`config.mk`:
```
export PLATFORM = sky130hd
export DESIGN_NAME = bfd_diag
export DESIGN_NICKNAME = d
export VERILOG_FILES = /design/src/core/bfd_pkg.sv /design/src/core/bfd_diag.sv
export SDC_FILE = /design/constraint.sdc
export NUM_CORES = 1
export LEC_CHECK = 0
export ABC_CLOCK_PERIOD_IN_PS = 5900
export BUFFER_PORTS_ARGS = -buffer_cell sky130_fd_sc_hd__buf_2
export CORE_AREA = 8 8 231 233
export CTS_BUF_LIST = sky130_fd_sc_hd__clkbuf_8 sky130_fd_sc_hd__clkbuf_16
export CTS_CLUSTER_DIAMETER = 100
export DETAILED_ROUTE_END_ITERATION = 10
export DIE_AREA = 0 0 239 241
export SLEW_MARGIN = 15
export SYNTH_ARGS = -nofsm -noshare
export SYNTH_HDL_FRONTEND = slang
export SYNTH_SLANG_ARGS = --single-unit
```
`constraint.sdc`:
```
create_clock -name clock -period 5.9 [get_ports clock]
set_clock_uncertainty 0.15 [all_clocks]
set_input_delay 0.885 -clock clock [delete_from_list [all_inputs] [get_ports clock]]
set_output_delay 0.885 -clock clock [all_outputs]
set_load 0.01 [all_outputs]
```
`src/core/bfd_pkg.sv`:
```
// Purpose: shared constants and types for the balance switch and
//   open wire diagnostic comparison engine
// Assumes: 16-bit register port, one reading of 16 bits per channel
// Notes: offsets are word indexes on the plain register port
package bfd_pkg;

  localparam int MAXCH = 16;
  localparam int DW = 16;
  localparam int AW = 4;

  // register offsets
  localparam logic [3:0] A_CTRL = 4'h0;
  localparam logic [3:0] A_AUXSEL = 4'h1;
  localparam logic [3:0] A_TSL = 4'h2;
  localparam logic [3:0] A_TSH = 4'h3;
  localparam logic [3:0] A_NORM = 4'h4;
  localparam logic [3:0] A_STAT = 4'h5;
  localparam logic [3:0] A_MISC = 4'h6;
  localparam logic [3:0] A_FETL = 4'h7;
  localparam logic [3:0] A_FETH = 4'h8;
  localparam logic [3:0] A_SOWL = 4'h9;
  localparam logic [3:0] A_SOWH = 4'ha;
  localparam logic [3:0] A_BOWL = 4'hb;
  localparam logic [3:0] A_BOWH = 4'hc;
  localparam logic [3:0] A_AUXRES = 4'hd;
  localparam logic [3:0] A_DIAGAUX = 4'he;

  // control register fields
  localparam int C_SEL_LSB = 0;
  localparam int C_GO = 3;
  localparam int C_APPLY = 4;
  localparam int C_SNK_LSB = 5;
  localparam int C_PAUSE = 7;
  localparam int C_THR_LSB = 8;
  // aux selector register fields
  localparam int X_SEL_LSB = 0;
  localparam int X_NUM_LSB = 8;
  // status bits
  localparam int D_FET = 0;
  localparam int D_AUX = 1;
  localparam int D_SOW = 2;
  localparam int D_BOW = 3;
  localparam int M_ABORT = 0;

  // comparison selector codes
  localparam logic [2:0] SEL_SOW = 3'h2;
  localparam logic [2:0] SEL_BOW = 3'h3;
  localparam logic [2:0] SEL_FET = 3'h4;

  // limits and fixed values
  localparam int MAX_SW_ON = 8;
  localparam int MAX_ADJ = 2;
  localparam logic [15:0] RES_FAIL_ALL = 16'hffff;
  localparam logic [15:0] AUX_DEFAULT = 16'h8000;
  localparam int OPEN_WIRE_THRESHOLD_SHIFT = 12;

  typedef enum logic [1:0] {
    S_IDLE = 2'h0,
    S_CHECK = 2'h1,
    S_RUN = 2'h3
  } bfd_state_t;

  // converter and balancer condition inputs
  typedef struct packed {
    logic main_on;
    logic main_cont;
    logic aux_on;
    logic aux_cont;
    logic bal_active;
  } bfd_conv_t;

  // complete state of the engine
  typedef struct packed {
    bfd_state_t state;
    logic [3:0] idx;
    logic [2:0] kind;
    logic [2:0] comp_sel;
    logic [1:0] sink;
    logic pause;
    logic [3:0] thr;
    logic [4:0] aux_sel;
    logic [4:0] num_cells;
    logic [7:0] test_lo;
    logic [7:0] test_hi;
    logic [15:0] applied;
    logic [15:0] normal;
    logic [15:0] bal_sw;
    logic [3:0] done;
    logic abort;
    logic [15:0] work;
    logic [15:0] fet_res;
    logic [15:0] sow_res;
    logic [15:0] bow_res;
    logic [15:0] aux_cell_res;
    logic [15:0] diag_aux;
    logic [15:0] rdata;
    logic [15:0] sense_sink;
    logic sense_src;
    logic [15:0] bal_sink;
    logic bal_src;
  } bfd_st_t;

endpackage

```
`src/core/bfd_diag.sv`:
```
// Purpose: balance switch check and open wire comparison engine
// Assumes: readings arrive already filtered, one word per channel
// Notes: one channel is compared per enabled clock cycle
//
// Design decisions made here: the register addresses and the address-and-strobe port.

// Summary of operation
// - refuse switch check while balancing runs unpaused; counts as abort
// - refuse switch check if over eight switches or three adjacent
// - apply with pause set in the same write turns on the selected test switches
// - selector 0b100 plus go starts the switch check
// - enabled switch passes when aux reading below half main reading
// - switch check done flag set; results in two switch result registers
// - pause off with balancing active restores normal switches; cleared selection plus apply turns all switches off
// - abort sets abort, aux done, switch done; results all ones
// - abort with locked aux selector not above NCH resets aux result to 0x8000
// - refuse invalid aux selector or channel above active cell count
// - refuse unless both converters on and continuous
// - sinks on all sense and balance pins, sources on lowest two
// - codes 0b010 and 0b011 plus go start open wire checks
// - active readings compared to four-bit threshold into result pair
// - open wire check sets its own done flag on completion
// - locked balance channel reading goes to diag aux result
// - bus bar readings used as ordinary cell readings, same filter
module bfd_diag
  import bfd_pkg::*;
#(
  parameter int NCH = 16
) (
  input wire logic clock,
  input wire logic reset_n,
  input wire logic ce,
  input wire logic [AW-1:0] addr,
  input wire logic [DW-1:0] wdata,
  input wire logic wr,
  input wire logic rd,
  output logic [DW-1:0] rdata,
  input wire bfd_conv_t conv,
  input wire logic [NCH*DW-1:0] main_cell_in,
  input wire logic [NCH*DW-1:0] aux_cell_in,
  output logic [MAXCH-1:0] bal_switch_out,
  output logic [MAXCH-1:0] sense_sink_out,
  output logic sense_source_out,
  output logic [MAXCH-1:0] bal_sink_out,
  output logic bal_source_out
);

  localparam logic [4:0] NCH5 = 5'(NCH);
  localparam logic [3:0] LAST = 4'(NCH - 1);
  localparam logic [15:0] CH_MASK = 16'((17'h1 << NCH) - 17'h1);

  if (NCH < 2 || NCH > MAXCH) begin : g_bad_nch
    $error("bfd_diag: NCH must lie between 2 and 16");
  end

  bfd_st_t st_ff;
  bfd_st_t nxt_st;
  logic [15:0] tsel;
  logic go;
  logic apply;
  logic locked;
  logic sel_bad;
  logic over;
  logic conv_ok;
  logic bal_bad;
  logic lim_bad;
  logic refuse;
  logic covered;
  logic active;
  logic fail;
  logic [15:0] mreading;
  logic [15:0] areading;
  logic [15:0] thr16;

  // number of switches selected for test
  function automatic int count_on(input logic [15:0] v);
    int n;
    n = 0;
    for (int i = 0; i < MAXCH; i++) begin
      n = n + int'(v[i]);
    end
    return n;
  endfunction

  // true when more than MAX_ADJ neighbouring switches are on
  function automatic logic run_too_long(input logic [15:0] v);
    logic r;
    r = 1'b0;
    for (int i = 0; i < MAXCH - MAX_ADJ; i++) begin
      if (&v[i +: MAX_ADJ + 1]) begin
        r = 1'b1;
      end
    end
    return r;
  endfunction

  // next state of the whole block
  always_comb begin
    nxt_st = st_ff;
    tsel = {st_ff.test_hi, st_ff.test_lo};
    go = wr && addr == A_CTRL && wdata[C_GO];
    apply = wr && addr == A_CTRL && wdata[C_APPLY];
    locked = st_ff.aux_sel != 5'h0;
    sel_bad = st_ff.aux_sel > NCH5;
    over = st_ff.aux_sel > st_ff.num_cells;
    conv_ok = conv.main_on && conv.main_cont && conv.aux_on && conv.aux_cont;
    bal_bad = conv.bal_active && !st_ff.pause;
    lim_bad = count_on(tsel) > MAX_SW_ON || run_too_long(tsel);
    refuse = !conv_ok || sel_bad || over;
    if (st_ff.kind == SEL_FET && (bal_bad || lim_bad)) begin
      refuse = 1'b1;
    end
    // bus bar channels are read like any other cell channel
    mreading = main_cell_in[int'(st_ff.idx) * DW +: DW];
    areading = aux_cell_in[int'(st_ff.idx) * DW +: DW];
    covered = !locked || st_ff.aux_sel == 5'({1'b0, st_ff.idx} + 5'h1);
    active = {1'b0, st_ff.idx} < st_ff.num_cells;
    thr16 = 16'({12'h000, st_ff.thr} << OPEN_WIRE_THRESHOLD_SHIFT);
    fail = 1'b0;

    // register writes
    if (wr) begin
      case (addr)
        A_CTRL: begin
          nxt_st.comp_sel = wdata[C_SEL_LSB +: 3];
          nxt_st.sink = wdata[C_SNK_LSB +: 2];
          nxt_st.pause = wdata[C_PAUSE];
          nxt_st.thr = wdata[C_THR_LSB +: 4];
        end
        A_AUXSEL: begin
          nxt_st.aux_sel = wdata[X_SEL_LSB +: 5];
          nxt_st.num_cells = wdata[X_NUM_LSB +: 5];
        end
        A_TSL: nxt_st.test_lo = wdata[7:0];
        A_TSH: nxt_st.test_hi = wdata[7:0];
        A_NORM: nxt_st.normal = wdata & CH_MASK;
        A_MISC: if (wdata[M_ABORT]) nxt_st.abort = 1'b0; // set below wins
        default: ;
      endcase
    end

    // test switch application and release
    if (apply) begin
      nxt_st.applied = tsel & CH_MASK;
    end
    if (!nxt_st.pause) begin
      nxt_st.applied = 16'h0000;
    end
    if (nxt_st.pause) begin
      nxt_st.bal_sw = nxt_st.applied;
    end else if (conv.bal_active) begin
      nxt_st.bal_sw = nxt_st.normal;
    end else begin
      nxt_st.bal_sw = 16'h0000;
    end

    // sinks on all channel pins, sources on the two lowest pins
    nxt_st.sense_sink = nxt_st.sink[0] ? CH_MASK : 16'h0000;
    nxt_st.sense_src = nxt_st.sink[0];
    nxt_st.bal_sink = nxt_st.sink[1] ? CH_MASK : 16'h0000;
    nxt_st.bal_src = nxt_st.sink[1];

    // comparison engine
    case (st_ff.state)
      S_IDLE: begin
        if (go && (wdata[2:0] == SEL_FET || wdata[2:0] == SEL_SOW ||
            wdata[2:0] == SEL_BOW)) begin
          nxt_st.kind = wdata[2:0];
          nxt_st.state = S_CHECK;
          case (wdata[2:0])
            SEL_FET: begin
              nxt_st.done[D_FET] = 1'b0;
              nxt_st.done[D_AUX] = 1'b0;
            end
            SEL_SOW: nxt_st.done[D_SOW] = 1'b0;
            default: nxt_st.done[D_BOW] = 1'b0;
          endcase
        end
      end
      S_CHECK: begin
        if (refuse) begin
          nxt_st.abort = 1'b1;
          nxt_st.state = S_IDLE;
          case (st_ff.kind)
            SEL_FET: begin
              nxt_st.done[D_FET] = 1'b1;
              nxt_st.done[D_AUX] = 1'b1;
              nxt_st.fet_res = RES_FAIL_ALL;
            end
            SEL_SOW: begin
              nxt_st.done[D_SOW] = 1'b1;
              nxt_st.sow_res = RES_FAIL_ALL;
            end
            default: begin
              nxt_st.done[D_BOW] = 1'b1;
              nxt_st.bow_res = RES_FAIL_ALL;
            end
          endcase
          if (locked && !sel_bad) begin
            nxt_st.aux_cell_res = AUX_DEFAULT;
          end
        end else begin
          nxt_st.idx = 4'h0;
          nxt_st.work = 16'h0000;
          nxt_st.state = S_RUN;
        end
      end
      S_RUN: begin
        case (st_ff.kind)
          SEL_FET: fail = tsel[st_ff.idx] && covered &&
                          !(areading < (mreading >> 1));
          SEL_SOW: fail = active && mreading < thr16;
          SEL_BOW: fail = active && covered && areading < thr16;
          default: fail = 1'b0;
        endcase
        nxt_st.work[st_ff.idx] = fail;
        if (locked && covered) begin
          nxt_st.aux_cell_res = areading;
          if (st_ff.kind != SEL_SOW) begin
            nxt_st.diag_aux = areading;
          end
        end
        if (st_ff.idx == LAST) begin
          nxt_st.state = S_IDLE;
          case (st_ff.kind)
            SEL_FET: begin
              nxt_st.fet_res = nxt_st.work;
              nxt_st.done[D_FET] = 1'b1;
            end
            SEL_SOW: begin
              nxt_st.sow_res = nxt_st.work;
              nxt_st.done[D_SOW] = 1'b1;
            end
            default: begin
              nxt_st.bow_res = nxt_st.work;
              nxt_st.done[D_BOW] = 1'b1;
            end
          endcase
        end else begin
          nxt_st.idx = st_ff.idx + 4'h1;
        end
      end
      default: nxt_st.state = S_IDLE;
    endcase

    // read data, valid in the cycle after the strobe only
    nxt_st.rdata = 16'h0000;
    if (rd) begin
      case (addr)
        A_CTRL: nxt_st.rdata = {4'h0, st_ff.thr, st_ff.pause, st_ff.sink,
                                2'b00, st_ff.comp_sel};
        A_AUXSEL: nxt_st.rdata = {3'h0, st_ff.num_cells, 3'h0, st_ff.aux_sel};
        A_TSL: nxt_st.rdata = {8'h00, st_ff.test_lo};
        A_TSH: nxt_st.rdata = {8'h00, st_ff.test_hi};
        A_NORM: nxt_st.rdata = st_ff.normal;
        A_STAT: nxt_st.rdata = {12'h000, st_ff.done};
        A_MISC: nxt_st.rdata = {15'h0000, st_ff.abort};
        A_FETL: nxt_st.rdata = {8'h00, st_ff.fet_res[7:0]};
        A_FETH: nxt_st.rdata = {8'h00, st_ff.fet_res[15:8]};
        A_SOWL: nxt_st.rdata = {8'h00, st_ff.sow_res[7:0]};
        A_SOWH: nxt_st.rdata = {8'h00, st_ff.sow_res[15:8]};
        A_BOWL: nxt_st.rdata = {8'h00, st_ff.bow_res[7:0]};
        A_BOWH: nxt_st.rdata = {8'h00, st_ff.bow_res[15:8]};
        A_AUXRES: nxt_st.rdata = st_ff.aux_cell_res;
        A_DIAGAUX: nxt_st.rdata = st_ff.diag_aux;
        default: nxt_st.rdata = 16'h0000;
      endcase
    end
  end

  // state register, frozen while ce is low
  always_ff @(posedge clock or negedge reset_n) begin
    if (!reset_n) begin
      st_ff <= '0;
      st_ff.num_cells <= NCH5;
      st_ff.aux_cell_res <= AUX_DEFAULT;
      st_ff.diag_aux <= AUX_DEFAULT;
    end else if (ce) begin
      st_ff <= nxt_st;
    end
  end

  // outputs straight from the state register
  assign rdata = st_ff.rdata;
  assign bal_switch_out = st_ff.bal_sw;
  assign sense_sink_out = st_ff.sense_sink;
  assign sense_source_out = st_ff.sense_src;
  assign bal_sink_out = st_ff.bal_sink;
  assign bal_source_out = st_ff.bal_src;
endmodule

```
Word-level counts from Yosys, hierarchy flattened
Index checks and enable logic that the tools add are counted.
{"block": "op_classes", "reduce_logical": 68, "eq_ne": 41, "addsub": 17, "shifts": 2, "magnitude_cmp": 9, "muxes": 75}
{"operator": "256-bit by 9-bit indexed part select with 16-bit output", "count": 2}
{"operator": "16-bit two-way mux", "count": 18}
{"operator": "16-bit case mux with 15 select lines", "count": 1}
{"operator": "80-bit case mux with 2 select lines", "count": 1}
{"operator": "64-bit two-way mux", "count": 1}
{"operator": "3-bit AND reduction", "count": 21}
{"operator": "48-bit two-way mux", "count": 1}
{"operator": "6-bit AND reduction", "count": 6}
{"operator": "33-bit two-way mux", "count": 1}
{"operator": "4-bit == test, second input constant", "count": 8}
{"operator": "16-bit less-than comparator", "count": 2}
{"operator": "32-bit two-way mux", "count": 1}
{"operator": "1-bit two-way mux", "count": 28}
{"operator": "2-bit != test, second input constant", "count": 14}
{"operator": "1-bit logical AND", "count": 17}
{"operator": "15-bit by 1-bit adder with 16-bit output", "count": 1}
{"operator": "16-bit bitwise mux", "count": 1}
{"operator": "4-bit by 3-bit == test with 1-bit output, second input constant", "count": 4}
{"operator": "16-bit by 4-bit greater-than comparator with 1-bit output, second input constant", "count": 1}
{"operator": "16-bit by 15-bit less-than comparator with 1-bit output", "count": 1}
{"operator": "8-bit two-way mux", "count": 2}
{"operator": "14-bit by 1-bit adder with 15-bit output", "count": 1}
{"operator": "13-bit by 1-bit adder with 14-bit output", "count": 1}
{"operator": "12-bit by 1-bit adder with 13-bit output", "count": 1}
{"operator": "49 further kinds", "count": 77}
{"block": "word_totals", "output_inout_bits": 66, "ff_bits": 244, "elab_cells": 242, "inputBits": 542}

Depth between registers and ports, before layout
{"block": "logic_depth", "depth_word": 22, "depth_mapped": 18, "depth_no_buf": 16}

Least setup slack after synthesis
OpenSTA, ideal clock, no wires.
{"block": "synth_path", "path_type": "reg2reg", "startpoint": "reg st_ff[199] in the netlist's numbering", "endpoint": "reg st_ff[121] in the netlist's numbering", "path_stages_with_launch": 18, "setup_slack_ps": 536, "t_arrival_ps": 5089, "synth_period_minus_slack_ps": 5364, "n_path_buf": 1, "cell_sequence": "dfrtp_1 -> inv_1 -> fa_1 -> fa_1 -> fa_1 -> fa_1 -> inv_1 -> ha_1 -> inv_1 -> fa_1 -> xor2_1 -> a221oi_1 -> nand2_1 -> a31oi_1 -> nor2_1 -> nor4_2 -> buf_4 -> mux2_2"}
{"block": "synth_between", "elab_chain_cells": 15, "word_cells_on_any_way": 36, "cone_classes": "add/sub: 8; order compare: 1; eq/ne: 1; mux: 17; reduce/logical: 9"}
{"element": "start, declared", "line_no": "bfd_diag.sv:56", "rtl": "bfd_st_t st_ff;"}
{"element": "start signal, assigned", "line_no": "bfd_diag.sv:279", "rtl": "st_ff <= nxt_st;"}
{"element": "8-bit by 1-bit adder with 9-bit output or 3-bit AND reduction (tied branches)", "line_no": "bfd_diag.sv:80, bfd_diag.sv:90"}
{"element": "9-bit by 1-bit adder with 10-bit output or 1-bit two-way mux (tied branches)", "line_no": "bfd_diag.sv:80, bfd_diag.sv:90"}
{"element": "10-bit by 1-bit adder with 11-bit output or 1-bit two-way mux (tied branches)", "line_no": "bfd_diag.sv:80, bfd_diag.sv:90"}
{"element": "11-bit by 1-bit adder with 12-bit output or 1-bit two-way mux (tied branches)", "line_no": "bfd_diag.sv:80, bfd_diag.sv:90"}
{"element": "12-bit by 1-bit adder with 13-bit output or 1-bit two-way mux (tied branches)", "line_no": "bfd_diag.sv:80, bfd_diag.sv:90"}
{"element": "13-bit by 1-bit adder with 14-bit output or 1-bit two-way mux (tied branches)", "line_no": "bfd_diag.sv:80, bfd_diag.sv:90"}
{"element": "14-bit by 1-bit adder with 15-bit output or 1-bit two-way mux (tied branches)", "line_no": "bfd_diag.sv:80, bfd_diag.sv:90"}
{"element": "15-bit by 1-bit adder with 16-bit output or 1-bit two-way mux (tied branches)", "line_no": "bfd_diag.sv:80, bfd_diag.sv:90"}
{"element": "16-bit by 4-bit greater-than comparator with 1-bit output or 1-bit two-way mux (tied branches)", "line_no": "bfd_diag.sv:108, bfd_diag.sv:90"}
{"element": "1-bit logical OR", "line_no": "bfd_diag.sv:108", "rtl": "lim_bad = count_on(tsel) > MAX_SW_ON || run_too_long(tsel);"}
{"element": "1-bit logical OR", "line_no": "bfd_diag.sv:110", "rtl": "if (st_ff.kind == SEL_FET && (bal_bad || lim_bad)) begin"}
{"element": "1-bit logical AND", "line_no": "bfd_diag.sv:110"}
{"element": "1-bit two-way mux", "line_no": "bfd_diag.sv:110"}
{"element": "2-bit != test (no line)"}
{"element": "6-bit AND reduction (no line)"}
Several ways; a longest one is shown, not always the timed one. The select of a mux whose other input is x is not followed.
A chain may end at the register's enable or synchronous reset.

Worst setup path after layout
{"block": "layout_path", "startpoint": "reg st_ff[204] in the netlist's numbering", "endpoint": "reg st_ff[118] in the netlist's numbering"}
{"block": "layout_between", "elab_chain_cells": 10, "word_cells_on_any_way": 26, "cone_classes": "add/sub: 3; order compare: 1; eq/ne: 1; mux: 12; reduce/logical: 9"}
{"element": "13-bit by 1-bit adder with 14-bit output, or another cell as far along", "line_no": "bfd_diag.sv:80", "rtl": "n = n + int'(v[i]);"}
{"element": "14-bit by 1-bit adder with 15-bit output, or another cell as far along", "line_no": "bfd_diag.sv:80"}
{"element": "15-bit by 1-bit adder with 16-bit output, or another cell as far along", "line_no": "bfd_diag.sv:80"}
{"element": "16-bit by 4-bit greater-than comparator with 1-bit output, or another cell as far along", "line_no": "bfd_diag.sv:108"}
{"element": "1-bit logical OR or 1-bit case mux with 3 select lines (tied branches)", "line_no": "bfd_diag.sv:108, bfd_diag.sv:209"}
{"element": "1-bit logical OR or 1-bit two-way mux (tied branches)", "line_no": "bfd_diag.sv:110, bfd_diag.sv:164"}
{"element": "1-bit logical AND or 16-bit bitwise mux (tied branches)", "line_no": "bfd_diag.sv:110, bfd_diag.sv:216"}
{"element": "1-bit two-way mux or 16-bit two-way mux (tied branches)", "line_no": "bfd_diag.sv:110, bfd_diag.sv:225"}
{"element": "2-bit != test (no line) or 48-bit two-way mux (tied branches)"}
{"element": "6-bit AND reduction (no line) or 80-bit case mux with 2 select lines (tied branches)"}
Several ways; a longest one is shown, not always the timed one. The select of a mux whose other input is x is not followed.

==> impl_metrics.tcl <==
set metrics [dict create \
    final_cell_mix "590 x buf_2, 202 x dfrtp_1, 155 x mux4_2" \
    synthCells 1390 \
    clk_pin_slew_worst_paths_ps 60 \
    placeableCoreArea_sq_mm 0.0497 \
    ys_seq_elements 209 \
    synth_area_leaders "dfrtp_1 33%, mux4_2 22%, mux2_2 7.0%" \
    drive_above_1_share 0.504 \
    grtUsageMet3 0.0546 \
    cts_buffers 26 \
    io_pins 608 \
    syn_area_per_cell_sq_um 11.3 \
    vias 14455 \
    place_ws_ps 441 \
    ir_drop_mv 0.198 \
    drc_errors 0 \
    yosysUniqueCellTypes 75 \
    clk_root_buffer_cell "clkbuf_16" \
    drtIter0Drc 1593 \
    grt.busiest_layer "met2" \
    status "finished clean" \
    postRouteAntennaNets 0 \
    cts_buffer_depth 3 \
    synth-edff-count 0 \
    mostFrequentLayoutCell "buf_2" \
    setup_violations 0 \
    area_growth_pct 27.5 \
    grt_pass1_vias 15041 \
    post_cts_buffers 0 \
    cts_resized 0 \
    synth_area_sq_mm 0.0157 \
    yosysTopAreaCell "dfrtp_1" \
    grt_max_degree 96 \
    final_cells 2585 \
    clock.fmax_mhz 183 \
    slew_headroom 0.170 \
    crit_type "reg2reg" \
    worst_slack_ps 431 \
    arrival_ps 5740 \
    async_flop_share 1.00 \
    clk_latency_ps 530 \
    antenna_found_initial 15 \
    die_x_microns 239 \
    final_nets 2482 \
    finalSetupTns_ps 0 \
    synth_seq_area_share 0.333 \
    grt_use_total 0.251 \
    hold_class "in2async" \
    initial_core_util 0.316 \
    grt_use_met1 0.331 \
    die_h_microns 241 \
    ys.flop_type "dfrtp_1" \
    viasPerCell 5.59 \
    rows 82 \
    worst_pin_slew_ps 1240 \
    ys_warn_count 0 \
    clock_sinks 209 \
    grt_pass1_wl_microns 107000 \
    cp.required_ps 6170 \
    crit_fanout 17 \
    p_per_area_mw_per_mm2 326 \
    synth_top_area_share 0.328 \
    report.power.total_w 0.00653 \
    port-buffer-count 591 \
    slew_violations 0 \
    cts_tree "done" \
    htreeDepth 1 \
    hold_viol 0 \
    die_area_sq_mm 0.0576 \
    power.leakage_nw 9.31 \
    rsz0062_at_grt "false" \
    wl_per_cell_microns 29.4 \
    grt_overflow 0 \
    cp-start-kind "register" \
    dp_hpwl_microns 62800 \
    wirelength_microns 75900 \
    endpoint_kind "register" \
    post-route-min-period_ps 5470 \
    cap_violations 0 \
    routabilityCongestion 0.963 \
    period_share 0.927 \
    cts_hold_buf 0 \
    dp.cells 2534 \
    drtPass1Iterations 6 \
    syn_nets 1982 \
    met2_usage 0.421 \
]
-- state kept, by name, indices dropped and copies added (netlist names) --
register,cells
st_ff,176
bal_switch_out,16
rdata,16
bal_sink_out,1
-- critical path, cell delays in order (launching register included) --
cell,delay [ps]
dfrtp_1,450
inv_1,120
fa_1,570
fa_1,470
fa_1,540
fa_1,410
inv_1,70
ha_1,170
inv_1,60
fa_1,400
xor2_1,170
a221oi_1,270
nand2_1,110
a31oi_1,160
buf_4,190
nor2_1,110
nor4_2,340
buf_12,230
mux2_2,350
-- kinds of logic after synthesis --
family / share of synthesized area
multiplexers: 0.324
AO/OA/AOI/OAI: 0.128
AND/OR/NAND/NOR: 0.0812
buffers and inverters: 0.0840
flip-flops: 0.333
adder cells (fa/ha/maj): 0.0446
XOR/XNOR: 0.00502
-- cell type report --
type | count | area (sq um)
fill | 4903 | 29600
multi-input combinational | 918 | 9190
sequential | 209 | 5240
timing repair buffer | 637 | 3390
tap | 672 | 841
clock buffer | 30 | 717
inverter | 98 | 368
clock inverter | 17 | 278
antenna | 4 | 10.0
-- metal layers --
layer | vias to the layer above | wire length (microns)
met4 | 18 | 1920
met5 | - | 123
met2 | 683 | 37100
met1 | 7407 | 30900
met3 | 118 | 5860
li1 | 6229 | -
-- synth_stat cells (5+ instances only) --
cell type and number:
dfrtp_1 206, mux4_2 155, nand2_1 110, inv_1 98, mux2_2 97, buf_4 67
nor2_1 66, clkbuf_1 64, a21oi_1 55, o21ai_0 51, mux2i_1 48, ha_1 40
a22o_1 29, nand2b_1 19, a22oi_1 17, o31ai_1 17, buf_2 16, o221ai_1 15
nand3_1 13, nor3_1 13, o22ai_1 13, a21o_1 12, a222oi_1 11, a221oi_1 10
fa_1 10, buf_1 9, o21ai_1 9, nand4_1 8, a31oi_1 7, nor2b_1 7
and2_1 6, nor4_1 6, xnor2_1 6, and3_1 5
-- path summary, 6_finish.rpt --
kind	from	to	slack, ps	depth (start not counted)
min reg2reg	st_ff[150]	st_ff[150]	330	1
min in group clock	st_ff[150]	st_ff[150]	330	1
max	st_ff[204]	st_ff[118]	430	18
max reg2reg	st_ff[204]	st_ff[118]	430	18
max in group asynchronous	reset_n	rdata[0]	4090	2
min	reset_n	st_ff[211]	280	1
-- report_power, final --
part           switching [W]  internal (W)  total, W
combinational        0.00138       0.00133   0.00270
clock               0.000666       0.00118   0.00184
sequential          0.000303       0.00169   0.00199
total                0.00234       0.00419   0.00653
-- per-stage QoR --
stage / utilization / hold WS (ps) / instance area [sq um]
after floorplan: - / 294 / 15700
after global placement: 0.383 / 310 / 19000
after detailed placement: 0.383 / 323 / 19000
after CTS: 0.403 / 316 / 20000
after global routing: 0.403 / 346 / 20000
final: 0.403 / 281 / 20000
Note: power is estimated with default switching activity, not from simulation.
